`src/verilog/iss_defs.vh`:
```
`ifndef ISS_DEFS_VH
`define ISS_DEFS_VH

// register word offsets, compared with address bits 5:2
`define ISS_OFS_CTRL      4'h0
`define ISS_OFS_STATUS    4'h1
`define ISS_OFS_OWNADDR   4'h2
`define ISS_OFS_DATA      4'h3
`define ISS_OFS_IRQSTAT   4'h4
`define ISS_OFS_IRQMASK   4'h5
`define ISS_ADDR_W        6

// control register fields
`define ISS_CTRL_WTIM     0
`define ISS_CTRL_SPIE     1

// serial bus status register fields
`define ISS_ST_SPD        0
`define ISS_ST_STD        1
`define ISS_ST_ACKD       2
`define ISS_ST_TRC        3
`define ISS_ST_COI        4
`define ISS_ST_EXC        5

// interrupt status / mask fields
`define ISS_IRQ_BYTE      0
`define ISS_IRQ_STOP      1

// reset values
`define ISS_RST_CTRL      2'h0
`define ISS_RST_OWNADDR   7'h00
`define ISS_RST_STATUS    8'h00
`define ISS_RST_IRQMASK   2'h0

// frame timing in scl bit counts
`define ISS_BIT_EIGHTH    4'h8
`define ISS_BIT_NINTH     4'h9

// extension code prefix on the top five address bits
`define ISS_EXT_PREFIX    5'h1E

`endif

```
`src/verilog/iss_top.v`:
```
// Local design decisions: the Avalon-MM slave port and the register offsets.
`timescale 1ns/10ps
`include "iss_defs.vh"
module iss_top
(
    input  wire        clk_in,
    input  wire        rst_n_in,
    input  wire [5:0]  avs_address_in,
    input  wire        avs_read_in,
    input  wire        avs_write_in,
    input  wire [31:0] avs_writedata_in,
    output wire [31:0] avs_readdata_out,
    output wire        avs_waitrequest_out,
    output wire        irq_out,
    input  wire        scl_in,
    input  wire        sda_in,
    output wire        sda_out,
    output wire        sda_oe_out
);
    localparam ST_IDLE   = 2'h0;
    localparam ST_ADDR   = 2'h1;
    localparam ST_DATA   = 2'h2;
    localparam ST_IGNORE = 2'h3;

    reg  [1:0]  state_ff;
    reg  [1:0]  nxt_state;
    reg  [1:0]  ctrl_ff;
    reg  [6:0]  own_slave_address_reg_ff;
    reg  [7:0]  serial_bus_status_reg_ff;
    reg  [7:0]  nxt_status;
    reg  [7:0]  rx_data_ff;
    reg  [1:0]  irq_stat_ff;
    reg  [1:0]  irq_mask_ff;
    reg         irq_ff;
    reg         ack_ff;
    reg  [31:0] rdata_ff;
    reg         scl_d_ff;
    reg         sda_d_ff;
    reg         sda_oe_ff;
    reg         nxt_sda_oe;
    reg         exc_ff;
    reg         coi_ff;
    reg         trc_ff;
    reg         std_ff;
    reg         in_frame_ff;
    reg         nxt_exc;
    reg         nxt_coi;
    reg         nxt_trc;
    reg         nxt_std;
    reg         nxt_in_frame;
    reg         byte_evt;
    reg         stop_evt;
    reg         status_upd;

    wire [1:0]  bus_sync;
    wire        scl_s;
    wire        sda_s;
    wire [7:0]  rx_byte;
    wire [3:0]  bit_cnt;
    wire        scl_rise;
    wire        scl_fall;
    wire        start_det;
    wire        stop_det;
    wire        wtim;
    wire        spie;
    wire        is_match;
    wire        is_ext;
    wire        eighth;
    wire        ninth;
    wire        bus_req;
    wire        bus_take;
    wire [3:0]  reg_idx;
    wire [1:0]  irq_set;

    function [7:0] iss_pat;
        input exc;
        input coi;
        input trc;
        input ackd;
        input std;
        begin
            iss_pat = {2'b00, exc, coi, trc, ackd, std, 1'b0};
        end
    endfunction

    iss_sync #(.WIDTH(2)) u_sync
    (
        .clk_in   (clk_in),
        .rst_n_in (rst_n_in),
        .async_in ({scl_in, sda_in}),
        .sync_out (bus_sync)
    );

    assign scl_s = bus_sync[1];
    assign sda_s = bus_sync[0];

    always @(posedge clk_in)
    begin
        if (!rst_n_in)
        begin
            scl_d_ff <= 1'b1;
            sda_d_ff <= 1'b1;
        end
        else
        begin
            scl_d_ff <= scl_s;
            sda_d_ff <= sda_s;
        end
    end

    assign scl_rise  = scl_s & ~scl_d_ff;
    assign scl_fall  = ~scl_s & scl_d_ff;
    assign start_det = scl_s & scl_d_ff & sda_d_ff & ~sda_s;
    assign stop_det  = scl_s & scl_d_ff & ~sda_d_ff & sda_s;

    iss_bitcnt u_bitcnt
    (
        .clk_in      (clk_in),
        .rst_n_in    (rst_n_in),
        .clear_in    (start_det | stop_det),
        .scl_rise_in (scl_rise),
        .scl_fall_in (scl_fall),
        .sda_in      (sda_s),
        .byte_out    (rx_byte),
        .cnt_out     (bit_cnt)
    );

    assign wtim     = ctrl_ff[`ISS_CTRL_WTIM];
    assign spie     = ctrl_ff[`ISS_CTRL_SPIE];
    assign is_match = (rx_byte[7:1] == own_slave_address_reg_ff);
    assign is_ext   = (rx_byte[7:3] == `ISS_EXT_PREFIX);
    assign eighth   = scl_fall & (bit_cnt == `ISS_BIT_EIGHTH);
    assign ninth    = scl_fall & (bit_cnt == `ISS_BIT_NINTH);

    // frame sequencer
    always @*
    begin
        nxt_state    = state_ff;
        nxt_status   = serial_bus_status_reg_ff;
        nxt_exc      = exc_ff;
        nxt_coi      = coi_ff;
        nxt_trc      = trc_ff;
        nxt_std      = std_ff;
        nxt_in_frame = in_frame_ff;
        nxt_sda_oe   = sda_oe_ff;
        byte_evt     = 1'b0;
        stop_evt     = 1'b0;
        status_upd   = 1'b0;
        if (stop_det)
        begin
            nxt_state    = ST_IDLE;
            nxt_in_frame = 1'b0;
            nxt_sda_oe   = 1'b0;
            nxt_status   = 8'h01;
            status_upd   = 1'b1;
            stop_evt     = spie;
        end
        else if (start_det)
        begin
            nxt_state  = ST_ADDR;
            nxt_std    = 1'b1;
            nxt_sda_oe = 1'b0;
        end
        else
        begin
            case (state_ff)
                ST_ADDR:
                begin
                    if (eighth)
                    begin
                        if (is_match)
                        begin
                            nxt_exc    = 1'b0;
                            nxt_coi    = 1'b1;
                            nxt_trc    = rx_byte[0];
                            nxt_sda_oe = 1'b1;
                        end
                        else if (is_ext)
                        begin
                            nxt_exc    = 1'b1;
                            nxt_coi    = 1'b0;
                            nxt_trc    = 1'b0;
                            nxt_sda_oe = 1'b1;
                            nxt_status = iss_pat(1'b1, 1'b0, 1'b0,
                                                 1'b0, std_ff);
                            status_upd = 1'b1;
                            byte_evt   = 1'b1;
                        end
                        else
                        begin
                            nxt_exc = 1'b0;
                            nxt_coi = 1'b0;
                            nxt_trc = 1'b0;
                        end
                    end
                    else if (ninth)
                    begin
                        nxt_sda_oe = 1'b0;
                        if (coi_ff)
                        begin
                            nxt_status = iss_pat(1'b0, 1'b1, trc_ff,
                                                 1'b1, std_ff);
                            status_upd = 1'b1;
                            byte_evt   = 1'b1;
                            nxt_state  = ST_DATA;
                        end
                        else if (exc_ff)
                        begin
                            if (wtim)
                            begin
                                nxt_status = iss_pat(1'b1, 1'b0, 1'b0,
                                                     1'b1, std_ff);
                                status_upd = 1'b1;
                                byte_evt   = 1'b1;
                            end
                            nxt_state = ST_DATA;
                        end
                        else
                        begin
                            if (in_frame_ff)
                            begin
                                nxt_status = iss_pat(1'b0, 1'b0, 1'b0,
                                                     1'b0, std_ff);
                                status_upd = 1'b1;
                                byte_evt   = 1'b1;
                            end
                            nxt_state = ST_IGNORE;
                        end
                        nxt_std      = 1'b0;
                        nxt_in_frame = 1'b1;
                    end
                end
                ST_DATA:
                begin
                    if (eighth)
                    begin
                        nxt_sda_oe = ~trc_ff;
                        if (!wtim)
                        begin
                            nxt_status = iss_pat(exc_ff, coi_ff, trc_ff,
                                                 1'b0, 1'b0);
                            status_upd = 1'b1;
                            byte_evt   = 1'b1;
                        end
                    end
                    else if (ninth)
                    begin
                        nxt_sda_oe = 1'b0;
                        if (wtim)
                        begin
                            nxt_status = iss_pat(exc_ff, coi_ff, trc_ff,
                                                 ~trc_ff, 1'b0);
                            status_upd = 1'b1;
                            byte_evt   = 1'b1;
                        end
                    end
                end
                default:
                begin
                    nxt_state = state_ff;
                end
            endcase
        end
    end

    always @(posedge clk_in)
    begin
        if (!rst_n_in)
        begin
            state_ff                 <= ST_IDLE;
            serial_bus_status_reg_ff <= `ISS_RST_STATUS;
            exc_ff                   <= 1'b0;
            coi_ff                   <= 1'b0;
            trc_ff                   <= 1'b0;
            std_ff                   <= 1'b0;
            in_frame_ff              <= 1'b0;
            sda_oe_ff                <= 1'b0;
            rx_data_ff               <= 8'h00;
        end
        else
        begin
            state_ff    <= nxt_state;
            exc_ff      <= nxt_exc;
            coi_ff      <= nxt_coi;
            trc_ff      <= nxt_trc;
            std_ff      <= nxt_std;
            in_frame_ff <= nxt_in_frame;
            sda_oe_ff   <= nxt_sda_oe;
            if (status_upd)
                serial_bus_status_reg_ff <= nxt_status;
            if (eighth)
                rx_data_ff <= rx_byte;
        end
    end

    // register slave, one wait cycle per access
    assign bus_req  = avs_read_in | avs_write_in;
    assign bus_take = bus_req & ack_ff;
    assign reg_idx  = avs_address_in[5:2];
    assign irq_set  = {stop_evt, byte_evt};

    always @(posedge clk_in)
    begin
        if (!rst_n_in)
        begin
            ack_ff                   <= 1'b0;
            rdata_ff                 <= 32'h0000_0000;
            ctrl_ff                  <= `ISS_RST_CTRL;
            own_slave_address_reg_ff <= `ISS_RST_OWNADDR;
            irq_mask_ff              <= `ISS_RST_IRQMASK;
            irq_stat_ff              <= 2'h0;
            irq_ff                   <= 1'b0;
        end
        else
        begin
            ack_ff <= bus_req & ~ack_ff;
            if (avs_read_in && !ack_ff)
            begin
                if (reg_idx == `ISS_OFS_CTRL)
                    rdata_ff <= {30'h0, ctrl_ff};
                else if (reg_idx == `ISS_OFS_STATUS)
                    rdata_ff <= {24'h0, serial_bus_status_reg_ff};
                else if (reg_idx == `ISS_OFS_OWNADDR)
                    rdata_ff <= {25'h0, own_slave_address_reg_ff};
                else if (reg_idx == `ISS_OFS_DATA)
                    rdata_ff <= {24'h0, rx_data_ff};
                else if (reg_idx == `ISS_OFS_IRQSTAT)
                    rdata_ff <= {30'h0, irq_stat_ff};
                else if (reg_idx == `ISS_OFS_IRQMASK)
                    rdata_ff <= {30'h0, irq_mask_ff};
                else
                    rdata_ff <= 32'h0000_0000;
            end
            if (bus_take && avs_write_in)
            begin
                if (reg_idx == `ISS_OFS_CTRL)
                    ctrl_ff <= avs_writedata_in[1:0];
                else if (reg_idx == `ISS_OFS_OWNADDR)
                    own_slave_address_reg_ff <= avs_writedata_in[6:0];
                else if (reg_idx == `ISS_OFS_IRQMASK)
                    irq_mask_ff <= avs_writedata_in[1:0];
            end
            // set wins over write-one-to-clear
            if (bus_take && avs_write_in && reg_idx == `ISS_OFS_IRQSTAT)
                irq_stat_ff <= (irq_stat_ff & ~avs_writedata_in[1:0])
                               | irq_set;
            else
                irq_stat_ff <= irq_stat_ff | irq_set;
            irq_ff <= |((irq_stat_ff | irq_set) & irq_mask_ff);
        end
    end

    assign avs_readdata_out    = rdata_ff;
    assign avs_waitrequest_out = ~ack_ff;
    assign irq_out             = irq_ff;
    assign sda_out             = 1'b0;
    assign sda_oe_out          = sda_oe_ff;
endmodule // iss_top

```
`src/verilog/iss_sync.v`:
```
`timescale 1ns/10ps
module iss_sync
#(
    parameter WIDTH = 2
)
(
    input  wire             clk_in,
    input  wire             rst_n_in,
    input  wire [WIDTH-1:0] async_in,
    output wire [WIDTH-1:0] sync_out
);
    reg [WIDTH-1:0] meta_ff;
    reg [WIDTH-1:0] sync_ff;

    // idle bus level is high
    always @(posedge clk_in)
    begin
        if (!rst_n_in)
        begin
            meta_ff <= {WIDTH{1'b1}};
            sync_ff <= {WIDTH{1'b1}};
        end
        else
        begin
            meta_ff <= async_in;
            sync_ff <= meta_ff;
        end
    end

    assign sync_out = sync_ff;
endmodule // iss_sync

```
`src/verilog/iss_bitcnt.v`:
```
`timescale 1ns/10ps
`include "iss_defs.vh"
module iss_bitcnt
(
    input  wire       clk_in,
    input  wire       rst_n_in,
    input  wire       clear_in,
    input  wire       scl_rise_in,
    input  wire       scl_fall_in,
    input  wire       sda_in,
    output wire [7:0] byte_out,
    output wire [3:0] cnt_out
);
    reg [7:0] byte_ff;
    reg [3:0] cnt_ff;

    // counts rising edges, msb first; wraps after the ninth falling edge
    always @(posedge clk_in)
    begin
        if (!rst_n_in)
        begin
            byte_ff <= 8'h00;
            cnt_ff  <= 4'h0;
        end
        else if (clear_in)
        begin
            cnt_ff <= 4'h0;
        end
        else if (scl_rise_in)
        begin
            if (cnt_ff < `ISS_BIT_EIGHTH)
                byte_ff <= {byte_ff[6:0], sda_in};
            cnt_ff <= cnt_ff + 4'h1;
        end
        else if (scl_fall_in && cnt_ff == `ISS_BIT_NINTH)
        begin
            cnt_ff <= 4'h0;
        end
    end

    assign byte_out = byte_ff;
    assign cnt_out  = cnt_ff;
endmodule // iss_bitcnt

```
`config.mk`:
```
export PLATFORM = sky130hd
export DESIGN_NAME = iss_top
export DESIGN_NICKNAME = d
export VERILOG_FILES = /design/src/verilog/iss_top.v /design/src/verilog/iss_sync.v /design/src/verilog/iss_bitcnt.v
export VERILOG_INCLUDE_DIRS = /design/src /design/src/verilog
export SDC_FILE = /design/constraint.sdc
export NUM_CORES = 1
export LEC_CHECK = 0
export ABC_CLOCK_PERIOD_IN_PS = 4100
export CAP_MARGIN = 0
export CORE_MARGIN = 2
export CORE_UTILIZATION = 23
export CTS_CLUSTER_DIAMETER = 120
export DETAILED_ROUTE_END_ITERATION = 10
export DONT_BUFFER_PORTS = 1
export GPL_TIMING_DRIVEN = 1
export SLEW_MARGIN = 20
export SYNTH_ARGS = -nofsm -noshare
export SYNTH_HDL_FRONTEND = slang
export SYNTH_SLANG_ARGS = --single-unit
export TNS_END_PERCENT = 50
```
`constraint.sdc`:
```
create_clock -name clk_in -period 4.1 [get_ports clk_in]
set_input_delay 0.82 -clock clk_in [delete_from_list [all_inputs] [get_ports clk_in]]
set_output_delay 0.82 -clock clk_in [all_outputs]
set_load 0.05 [all_outputs]
```
# Word level (Yosys, flattened, before mapping)
# Cells that the tools add are included.
# W data, S select, Z words.
op_classes:
  add_sub_neg: 1
  n_lt_le_gt_ge: 1
  n_eq_ne: 22
  mux: 58
  n_bitwise: 31
  n_reduce_logical: 26
ops:
  columns: ["op", "n"]
  rows:
  - ["$mux W8", 18]
  - ["$mux W1", 32]
  - ["$ne A4 B4 Y1 const B", 7]
  - ["$pmux W8 S2", 1]
  - ["$reduce_and A4 Y1", 4]
  - ["$not A1 Y1", 13]
  - ["$ne A6 B6 Y1 const B", 2]
  - ["$reduce_and A3 Y1", 4]
  - ["$and A1 B1 Y1", 11]
  - ["$reduce_and A11 Y1", 1]
  - ["$eq A4 B2 Y1 const B", 2]
  - ["$eq A4 B3 Y1 const B", 2]
  - ["$eq A4 B4 Y1 const B", 2]
  - ["$mux W4", 2]
  - ["$reduce_bool A2 Y1", 4]
  - ["$eq A7 B7 Y1", 1]
  - ["$mux W2", 3]
  - ["$reduce_or A2 Y1", 3]
  - ["$eq A5 B5 Y1 const B", 1]
  - ["$add A4 B1 Y4 const B", 1]
  - ["$and A2 B2 Y2", 2]
  - ["$eq A4 B1 Y1 const B", 1]
  - ["$logic_and A1 B1 Y1", 4]
  - ["$logic_not A4 Y1", 1]
  - ["other kinds (13)", 17]
totals:
  ff_bits: 89
  input_bits: 44
  output_inout_bits: 36

# Depth between registers and ports, before layout
# Gate-level depths: netlist of the first run.
depth:
  word_depth: 11
  ltp_mapped: 9

# Cells and area by module
# A second synthesis of the first run with hierarchy kept.
unflattened:
  hier_cells: 347
  hier_area_um2: 3219.3
modules_own_cells:
  columns: ["mod", "n_inst", "cells_each", "area_each_um2"]
  rows:
  - ["iss_top", 1, 290, 2590.0]
  - ["iss_bitcnt", 1, 49, 524.3]
  - ["iss_sync", 1, 8, 105.1]

# Worst setup path before layout of the first run
# No wires, ideal clock.
synth_path:
  path_kind: "input -> register"
  startpoint: "in avs_address_in[3]"
  endpoint: "reg own_slave_address_reg_ff[0]"
  arrival_ns: 2.012
  required_time_ns: 3.982
  slack_ns: 1.971
  path_stages: 5
  n_path_buf: 1
  cell_sequence: "clkbuf_1 > nor2b_1 > nand4_1 > mux2i_1 > nor2b_1"
synth_between:
  elab_chain_cells: 3
  word_cells_on_any_way: 4
  classes_between: "eq/ne: 1; bitwise: 1; reduce/logical: 2"
synth_rtl:
  columns: ["element", "line_no", "text"]
  rows:
  - ["from (decl)", "iss_top.v:8", "input wire [5:0] avs_address_in,"]
  - ["$logic_not A4 Y1 (no source line)", null, null]
  - ["$not A1 Y1 (no source line)", null, null]
  - ["$reduce_and A3 Y1 (no source line) (*)", null, null]
  - ["to (signal assigned)", "iss_top.v:309", "own_slave_address_reg_ff <= `ISS_RST_OWNADDR;"]
  - ["to (signal assigned)", "iss_top.v:339", "own_slave_address_reg_ff <= avs_writedata_in[6:0];"]
  - ["to (decl)", "iss_top.v:28", "reg [6:0] own_slave_address_reg_ff;"]
# Mark *: on every way between the ends. The rest lies on a longest branch, timed or not.
# A chain may end at the register's enable or synchronous reset.

# Worst setup path in the final report of the first run
layout_path:
  startpoint: "reg u_bitcnt.cnt_ff[3] (netlist: u_bitcnt.cnt_out[3])"
  endpoint: "reg serial_bus_status_reg_ff[4]"
layout_between:
  elab_chain_cells: 8
  word_cells_on_any_way: 25
  classes_between: "eq/ne: 10; mux: 12; bitwise: 2; reduce/logical: 1"
layout_rtl:
  columns: ["element", "line_no", "text"]
  rows:
  - ["from (decl)", "iss_bitcnt.v:15", "reg [3:0] cnt_ff;"]
  - ["from (signal assigned)", "iss_bitcnt.v:33", "cnt_ff <= cnt_ff + 4'h1;"]
  - ["$eq A4 B4 Y1 (no source line)", null, null]
  - ["$and A1 B1 Y1", "iss_top.v:133", "assign ninth = scl_fall & (bit_cnt == `ISS_BIT_NINTH);"]
  - ["$mux W1", null, null]
  - ["$mux W1 (on tied branches)", null, null]
  - ["$pmux W1 S2", "iss_top.v:166", "case (state_ff)"]
  - ["$mux W1", null, null]
  - ["$mux W1", "iss_top.v:149", "if (stop_det)"]
  - ["$reduce_and A11 Y1 (no source line)", null, null]
  - ["to (signal assigned)", "iss_top.v:271", "serial_bus_status_reg_ff <= `ISS_RST_STATUS;"]
  - ["to (signal assigned)", "iss_top.v:290", "serial_bus_status_reg_ff <= nxt_status;"]
  - ["to (decl)", "iss_top.v:29", "reg [7:0] serial_bus_status_reg_ff;"]
# Several ways; a longest one is shown, not always the timed one. The select of a mux whose other input is x is not followed.

==> impl_results.md, run 1 <==
- Power, Total: 1600 uW
- Status: finished clean
- Gr usage total: 9.66%
- Internal: approximately 1200 uW
- Worst-Skew Late Latency: 0.33 ns
- Worst Skew: around 0.0095 ns
- First-pass GRT wire length: between 10 and 15 mm
- Hold Crit Depth: 1
- Peak Freq: 465 MHz
- Pleak: 0.00134 uW
- Setup TNS: 0 ns
- Sw Ratio: 22.1%
- Sequential Power Share: between 30 and 40%
- Root cell of the clock tree: clkbuf_16
- Fin crit period: 2.15 ns
- Flops & latches, synth: 63
- Initial antenna violation count: 0
- CP Class: reg -> reg
- Starting density of the core: 23.5%
- Critical R2R Launch: u_bitcnt.cnt_out[3]
- Average size of a mapped cell: 8.57 um2
- Cts bufs inserted: 9
- Max cap viols: 0
- Crit path capture type: register
- Grt ovf: 0
- Die height: roughly 120 um
- Final Hold Fails: 0
- Tightest Pin Transition: ~0.58 ns
- Combinational power share: 6.1%
- Post-synth EDFFs: 0
- PD cells: around 440 nW/um2
- Vias in the first global route: 2310
- Cell count after synthesis: 380
- Port bufs: 0
- Hold buffers post-CTS: 0
- Ys async rst share: 0%
- Peak VDD IR: 0.196 mV
- Crit Path Max Fanout: 12
- Final nets: 422
- HP Start: u_sync.meta_ff[1]
- CP required: about 4.4 ns
- Clock-pin slew on the worst setup and hold paths: 0.05 ns
- RSZ-0062 raised after global routing: no
- Clock Path Buffers: 2
- PostCTS Resize Cnt: 0
- FF-to-FF End: serial_bus_status_reg_ff[4]
- Synth Cell Area: 3260 um2
- # IOs: 80
- Worst Path Arrival: 2.40 ns
- Count of pins over their slew limit: 0
- Final Cycle Share: about 53%
- Postcts setup bufs: 0
- Startpoint types: register
- DRC: 0
- Via count: 2458
- Largest net degree at the start of global routing: 58
- Sw Pwr: 352 uW
- Area Overhead vs Synth: 12.0%
- Main flop type after synthesis: dfxtp_1
- Die Footprint: 15100 um2
- Vias/cell: 4.42
- Hold EP: u_sync.sync_out[1]
- Die width: 123 um
- Synth warn: 0
- Seq/Total Area, Yosys: 38.7%
- Worst reg-to-reg setup slack: 1.95 ns
- WL/cell: 12.6 um
- Clock power frac: 54.3%
- Yosys cell types: 57
- Hold Crit Class: reg -> reg
- Layout cell share with drive strength beyond 1: 6.65%
- # setup viols final: 0
- DRT iter0 DRCs: 124
- R2R cell count: 6
- Rows: 43
- Core area: 13900 um2
- Ant diodes: 0
- H-tree levels: 3
- Antenna-violating nets left: 0
- Post-DP HPWL: about 5 mm
- CTS tree: yes
- CTS Sinks: 63
- WL final: 6.99 mm
- Max_slew headroom: 61.2%
- DR pass1 iterations: 4
- Final Wtd Congestion: around 0.81
==> worst max-delay path, cell delays in order (launching register included) <==
cell and delay, ns:
dfxtp_1 0.52, and4bb_1 0.44, and3_4 0.27, o211ai_2 0.11, a21o_1 0.26, a21oi_4 0.24, mux2i_1 0.22
==> kinds of logic after synthesis <==
logic type / after synthesis / synth area share, %
and+or+nand+nor: 151 / 23.3
AOI/OAI and AO/OA: 82 / 18.1
DFF: 63 / 38.7
buffers and inverters: 49 / 8.76
muxes: 21 / 6.95
xor gates and xnor gates: 8 / 2.15
adders and majority gates: 5 / 1.92
other: 1 / 0.115
==> per-layer routing <==
metal	vias up	wire [um]	GRT usage (%)
met2	62	3200	15.6
met1	1137	3330	11.8
li1	1252	-	-
met5	-	0	0
met3	7	360	3.51
met4	0	98	3.41
==> per-stage QoR <==
step | hold slack, ns | std cells | setup WS, ns | area, um2 | utilization, %
3_5_place_dp | 0.392 | 542 | 1.84 | 3310 | 23.9
2_1_floorplan | 0.386 | 404 | 1.97 | 3350 | -
4_1_cts | 0.403 | 556 | 1.97 | 3650 | 26.3
3_3_place_gp | 0.401 | 542 | 1.95 | 3310 | 23.9
6_report | 0.403 | 556 | 1.95 | 3650 | 26.3
5_1_grt | 0.434 | 556 | 1.81 | 3650 | 26.3
==> cell usage after synthesis (2+ instances only) <==
cell	number	area share, %
nand2b_1	6	1.2
a22oi_1	6	1.4
nand2_1	62	7.1
nand3_1	11	1.7
buf_4	25	5.8
inv_1	7	0.81
nand4_1	5	0.96
nor3_1	6	0.92
dfxtp_1	63	39
nor2b_1	18	3.5
a31oi_1	3	0.58
a21oi_1	5	0.77
mux2_2	3	1.0
clkbuf_1	15	1.7
mux2i_1	17	5.2
ha_1	5	1.9
o211a_1	3	0.92
a21boi_0	23	5.3
o21ai_0	25	3.8
and2_1	7	1.3
and4b_1	2	0.61
nand4b_1	3	0.81
nor2_1	19	2.2
xnor2_1	7	1.9
a21o_1	2	0.46
==> area by class of cell <==
cell class	instances	area [um2]
well taps	180	225
fillers	1501	10200
inverters	7	26.3
multi-input cells	292	1800
clock inverters	4	95.1
clock buffers	10	239
flip-flops and latches	63	1260
==> worst max path at each step <==
| stage | from | to | slack [ns] |
|---|---|---|---|
| 2_1_floorplan | avs_address_in[3] | own_slave_address_reg_ff[0] | 1.97 |
| 3_3_place_gp | avs_address_in[3] | own_slave_address_reg_ff[1] | 1.95 |
| 3_5_place_dp | avs_address_in[3] | own_slave_address_reg_ff[6] | 1.84 |
| 4_1_cts | u_bitcnt.cnt_out[3] | serial_bus_status_reg_ff[4] | 1.97 |
| 5_1_grt | u_bitcnt.cnt_out[3] | serial_bus_status_reg_ff[4] | 1.81 |
| 6_report | u_bitcnt.cnt_out[3] | serial_bus_status_reg_ff[4] | 1.95 |
==> flip-flops by register name (all words and copies together), names as in the netlist, 4 cells and up <==
name / count
avs_readdata_out: 8
own_slave_address_reg_ff: 7
rx_data_ff: 8
serial_bus_status_reg_ff: 6
u_bitcnt.byte_out: 8
u_bitcnt.cnt_out: 4
==> power by group through the flow <==
stage	Sequential [uW]	Clock, uW	Combinational, uW
after floorplan	643	0	118
after global placement	645	0	96.4
after detailed placement	645	0	97.0
after CTS	632	884	97.2
after global routing	633	908	105
final	633	866	97.0
==> layout by cell type (no fill, tap or decap), types with 2 or more instances in the layout <==
cell / count
o21ai_0: 25
clkbuf_16: 9
bufinv_16: 3
nor3_1: 6
nand2b_1: 6
a21o_1: 2
nor2_1: 19
o211a_1: 3
nor2b_1: 18
a31oi_1: 3
mux2i_1: 17
a21oi_1: 5
and4b_1: 2
nand4_1: 5
inv_1: 7
dfxtp_1: 63
nand3_1: 11
ha_1: 5
a21boi_0: 23
and2_1: 7
nand2_1: 62
nand4b_1: 3
xnor2_1: 7
conb_1: 25
mux2_2: 3
a22oi_1: 6
(Power assumes the default switching activity.)
==> inputs of run 2 (changes only) <==
--- a/config.mk
+++ b/config.mk
@@ -6,7 +6,7 @@
 export SDC_FILE = /design/constraint.sdc
 export NUM_CORES = 1
 export LEC_CHECK = 0
-export ABC_CLOCK_PERIOD_IN_PS = 4100
+export ABC_CLOCK_PERIOD_IN_PS = 2000
 export CAP_MARGIN = 0
 export CORE_MARGIN = 2
 export CORE_UTILIZATION = 23
==> constraint.sdc (replaced) <==
create_clock -name clk_in -period 2 [get_ports clk_in]
set_input_delay 0.4 -clock clk_in [delete_from_list [all_inputs] [get_ports clk_in]]
set_output_delay 0.4 -clock clk_in [all_outputs]
set_load 0.05 [all_outputs]
==> run 2 against run 1 <==
  * Sequential share of layout area fell by 1.2 points
  * Register-to-register slack worse by 1.8 ns
  * Maximum frequency up 14%
  * Cell count increased by 2.5%
  * Sequential power increased by 100%
  * Combinational power rose by 120%
  * Clock-buffer cell count up 2
  * Non-clock buffer count is 13 higher
  * Largest power group unchanged
==> impl_results.md, run 2 (synthesis results as in run 1) <==
- Peak Freq: ~530 MHz
- Worst Skew: 0.00918 ns
- Tightest Pin Transition: 0.582 ns
- CP Class: reg -> reg
- Hold buffers post-CTS: 0
- Max cap viols: 0
- Area Overhead vs Synth: 16.0%
- Layout fillers: roughly 1.5k
- Final hold slack: 0.155 ns
- Layout cell share with drive strength beyond 1: 10.8%
- Count of pins over their slew limit: 0
- Worst-Skew Late Latency: about 0.33 ns
- H-tree levels: 3
- Vias/cell: around 4.4
- PD cells: around 900 nW/um2
- Largest net degree at the start of global routing: 58
- Grt ovf: 0
- Max_slew headroom: 61.1%
- Placed insts: ~550
- Vias in the first global route: 2407
- Root cell of the clock tree: clkbuf_16
- Status: finished clean
- Gr usage total: 9.93%
- Startpoint types: register
- Via count: approximately 2.5k
- DRT iter0 DRCs: 113
- Post-DP HPWL: between 5 and 6 mm
- CTS Sinks: 63
- Starting density of the core: 23.5%
- Fin crit period: 1.89 ns
- Worst Path Arrival: 2.11 ns
- CTS tree: yes
- Final nets: approximately 440
- First-pass GRT wire length: 11.5 mm
- Ant diodes: 0
- # setup viols final: 0
- Crit Path Max Fanout: 5
- DR pass1 iterations: 4
- WL/cell: 12.5 um
- Initial antenna violation count: 0
- Final Hold Fails: 0
- # IOs: 80
- Peak VDD IR: 0.424 mV
- Cts bufs inserted: 9
- Final Wtd Congestion: 0.805
- Pleak: 0.00140 uW
- Power, Total: 3310 uW
- WL final: 7.14 mm
- CP required: 2.21 ns
- DRC: 0
- Commonest non-fill, non-tap cell in the layout: dfxtp_1
- Commonest cells after routing, fill and taps aside: dfxtp_1 (63), nand2_1 (62), o21ai_0 (25), conb_1 (25), a21boi_0 (22)
- Die width: 123 um
- Non-Filler Instances: 570
- Hold Crit Class: in -> reg
- Die Footprint: 15100 um2
- Core area: 13900 um2
- Rows: 43
- Clock Path Buffers: 2
- Crit path capture type: register
- Antenna-violating nets left: 0
- Port bufs: 0
- Die height: about 120 um
- Final Cycle Share: 94.7%
- Clock-pin slew on the worst setup and hold paths: 0.05 ns
## run 2: final cells by class
cell class	instances	area [um2]	share of cell area, %
timing repair buffer	13	97.6	2.58
sequential	63	1260	33.4
clock buffer	12	256	6.79
inverter	7	26.3	0.695
tap	180	225	5.96
multi-input combinational	292	1820	48.2
clock inverter	3	90.1	2.38
## run 2: critical path, stage by stage (launching register included)
cell	delay, ns
dfxtp_1	0.37
inv_1	0.11
ha_2	0.21
and3b_1	0.16
o211a_1	0.24
o21ai_1	0.12
a21o_1	0.25
mux2i_1	0.24
a21boi_1	0.09
## run 2: path summary, 6_finish.rpt
path	from	endpoint	slack, ns	cells after the start
worst max register to register	u_bitcnt.cnt_out[1]	serial_bus_status_reg_ff[1]	0.11	8
worst min-delay path	rst_n_in	u_sync.meta_ff[1]	0.15	1
worst min register to register	u_sync.meta_ff[0]	u_sync.sync_out[0]	0.41	1
worst max-delay path	u_bitcnt.cnt_out[1]	serial_bus_status_reg_ff[1]	0.11	8
## run 2: layer usage
metal / GRT usage [%] / share of wire [%] / vias up
met5: 0 / 0 / -
met4: 4.76 / 1.8 / 0
met3: 3.37 / 5.1 / 8
met2: 16.2 / 46 / 67
met1: 11.7 / 47 / 1183
li1: - / - / 1276
## run 2: report_power, final
part           internal, uW  switching (uW)  total, uW  leakage (uW)
logic                  50.2             160        210      0.000724
registers              1270            23.1       1290      0.000510
clock network          1280             527       1800      0.000169
## run 2: repair_timing
action                                  in CTS  in global routing
setup buffers                                0                  1
hold endpoints to repair                     0                  0
pin swaps                                    0                  2
endpoints found under the setup margin       1                  6
gates resized for setup                      1                  6
## run 2: metrics by stage
step | utilization, % | worst slack, ns | setup TNS [ns] | cell area, um2
final | 27.2 | 0.105 | 0 | 3780
after detailed placement | 24.5 | -0.0238 | -0.0238 | 3400
after CTS | 27.0 | 0.000739 | 0 | 3750
after global routing | 27.2 | -0.00960 | -0.0130 | 3780
after global placement | 24.5 | 0.0974 | 0 | 3400
after floorplan | - | 0.0872 | 0 | 3350
==> inputs of run 3 (changes only) <==
--- a/config.mk
+++ b/config.mk
@@ -6,6 +6,7 @@
 export SDC_FILE = /design/constraint.sdc
 export NUM_CORES = 1
 export LEC_CHECK = 0
+export ABC_AREA = 1
 export ABC_CLOCK_PERIOD_IN_PS = 2000
 export CAP_MARGIN = 0
 export CORE_MARGIN = 2
==> run 3 against run 2 <==
  * Combinational power up 15%
  * Maximum frequency up 2.3%
  * Sequential power hardly changed
  * Non-clock buffer count is 7 lower
  * Clock power is 18% lower
  * Critical path type unchanged
  * Critical endpoint is now serial_bus_status_reg_ff[3]
==> impl_results.md, run 3 <==
- Status: finished clean
- Yosys cell types: 33
- Synth Cell Area: 3120 um2
- Peak VDD IR: 0.326 mV
- Fin crit period: 1.85 ns
- Vias in the first global route: 2497
- Largest net degree at the start of global routing: 38
- Synth top cells by count: nand2_1 (87), dfxtp_1 (63), inv_1 (52)
- R2R cell count: 13
- Gr usage total: 10.8%
- Worst Path Buf+Inv: 2
- Pleak: 0.00144 uW
- CTS Sinks: 63
- Crit path capture type: register
- Cell count after synthesis: 432
- CP max stage delay: 0.33 ns
- First-pass GRT wire length: 12.2 mm
- Hold buffers post-CTS: 0
- Flops & latches, synth: 63
- Startpoint types: register
- CP required: 2.23 ns
- Average size of a mapped cell: 7.23 um2
- WL final: approximately 7.5 mm
- Clock-pin slew on the worst setup and hold paths: 0.05 ns
- Die Footprint: 14500 um2
- Die width: 121 um
- Core area: 13200 um2
- CTS tree: yes
- Top cell type's share of synthesized area: 40.4%
- Max_slew headroom: 64.6%
- Starting density of the core: about a quarter
- Vias/cell: 4.36
- # setup viols final: 0
- Post-synth EDFFs: 0
- Root cell of the clock tree: clkbuf_16
- Ys async rst share: 0%
- Layout cell share with drive strength beyond 1: 12.0%
- Post-DP HPWL: ~5.6 mm
- Count of pins over their slew limit: 0
- Worst Path Arrival: about 2.1 ns
- Cell taking the most area after synthesis: dfxtp_1
- Crit Path Max Fanout: 7
- Most common cell in the netlist: nand2_1
- Final Cycle Share: 92.6%
- Rows: 42
- Worst-Skew Late Latency: 0.34 ns
- Area Overhead vs Synth: 13.5%
- Max cap viols: 0
- Commonest cells after routing, fill and taps aside: nand2_1 (86), dfxtp_1 (63), inv_1 (52)
- Cts bufs inserted: 9
- Setup TNS: 0 ns
- Final Hold Fails: 0
- Synth warn: 0
- Main flop type after synthesis: dfxtp_1
- PD cells: around 850 nW/um2
- Peak Freq: 540 MHz
- DR pass1 iterations: 4
- Via count: 2695
- # IOs: 80
- Critical-path top delay cell: dfxtp_1
- Placed insts: between 600 and 700
- H-tree levels: 3
- Ant diodes: 0
- Hold Crit Class: in -> reg
- Top area cells in the synthesized netlist: dfxtp_1 (40%), nand2_1 (10%), a21oi_1 (8.2%)
- Port bufs: 0
- Worst reg-to-reg setup slack: between 0.1 and 0.15 ns
- Power, Total: between 3000 and 4000 uW
- Clock Path Buffers: 2
- DRC: 0
- Seq/Total Area, Yosys: a little over 40%
- Worst Skew: 0.00956 ns
- RSZ-0062 raised after global routing: no
- Commonest non-fill, non-tap cell in the layout: nand2_1
- CP endpoint: serial_bus_status_reg_ff[3]
- Die height: roughly 120 um
- Critical R2R Launch: u_bitcnt.cnt_out[0]
- Final Wtd Congestion: 0.897
- Critical path depth: 13
- Critical Path, Cell by Cell: inv_1 > ha_2 > nand3_2 > nor2_4 > inv_4 > nor2_8 > nand3_4 > nand2_2 > nand2_2 > nand2_4 > nand3_4 > nor2_1 > nor2_1
- Grt ovf: 0
- Non-Filler Instances: roughly 620
- Initial antenna violation count: 0
- Final nets: just under 500
- WL/cell: around 12 um
- Antenna-violating nets left: 0
- Worst path top cell family by delay: simple AND/OR/NAND/NOR gates
- Crit path launch: u_bitcnt.cnt_out[0]
- DRT iter0 DRCs: 173
- CP Class: reg -> reg
- Tightest Pin Transition: between 0.5 and 0.6 ns
- FF-to-FF End: serial_bus_status_reg_ff[3]
[run 3: through the flow]
step | worst slack, ns | hold WS [ns] | utilization, % | cell area [um2]
global placement | 0.134 | 0.399 | 24.5 | 3240
global route | 0.00802 | 0.153 | 26.8 | 3540
floorplan | 0.384 | 0.393 | - | 3210
CTS | 0.0921 | 0.139 | 26.6 | 3530
finish | 0.148 | 0.158 | 26.8 | 3540
detailed placement | 0.108 | 0.399 | 24.5 | 3240
[run 3: worst min path at each step]
stage | startpoint | to | cells past startpoint
6_report | rst_n_in | sda_d_ff | 1
4_1_cts | rst_n_in | sda_d_ff | 1
2_1_floorplan | u_sync.meta_ff[0] | u_sync.sync_out[0] | 1
3_3_place_gp | u_sync.meta_ff[1] | u_sync.sync_out[1] | 1
3_5_place_dp | u_sync.meta_ff[0] | u_sync.sync_out[0] | 1
5_1_grt | rst_n_in | sda_d_ff | 1
[run 3: repair_timing]
action / 4_1_cts / 5_1_grt
gates resized for setup: 0 / 6
setup buffers: 0 / 0
setup endpoints to repair: 0 / 7
[run 3: layout make-up]
class                   count  area (um2)
fillers                  1450        9700
multi-input cells         298        1500
flip-flops and latches     63        1260
repair buffers              6        52.6
clock inverters             6        45.0
well taps                 176         220
clock buffers              10         239
inverters                  59         224
[run 3: report_power, final]
group | total, uW | leakage, uW | internal [uW] | switching (uW)
clock | 1470 | 0.000131 | 875 | 591
combinational | 241 | 0.000802 | 43.1 | 198
sequential | 1300 | 0.000510 | 1280 | 24.9
[run 3: per-layer routing]
layer  track usage (%)  vias up  wire (um)
met5                 0        -          0
met4              5.74        0        246
met3              3.35       19        326
met2              17.5       72       3590
met1              12.8     1244       3370
li1                  -     1360          -
[run 3: cells by family after synthesis]
logic type      synth area share, %
compound gates                 18.3
xor+xnor                       1.12
fa+ha+maj                      2.00
buf+inv                        14.7
flops                          40.4
other cells                   0.120
simple gates                   23.4
[run 3: worst reg2reg max path: cells and delay by family, from the launching register on]
kind / cells / cell delay (ns)
fa+ha+maj: 1 / 0.21
simple gates: 10 / 1.03
buf+inv: 2 / 0.18
flops: 1 / 0.33
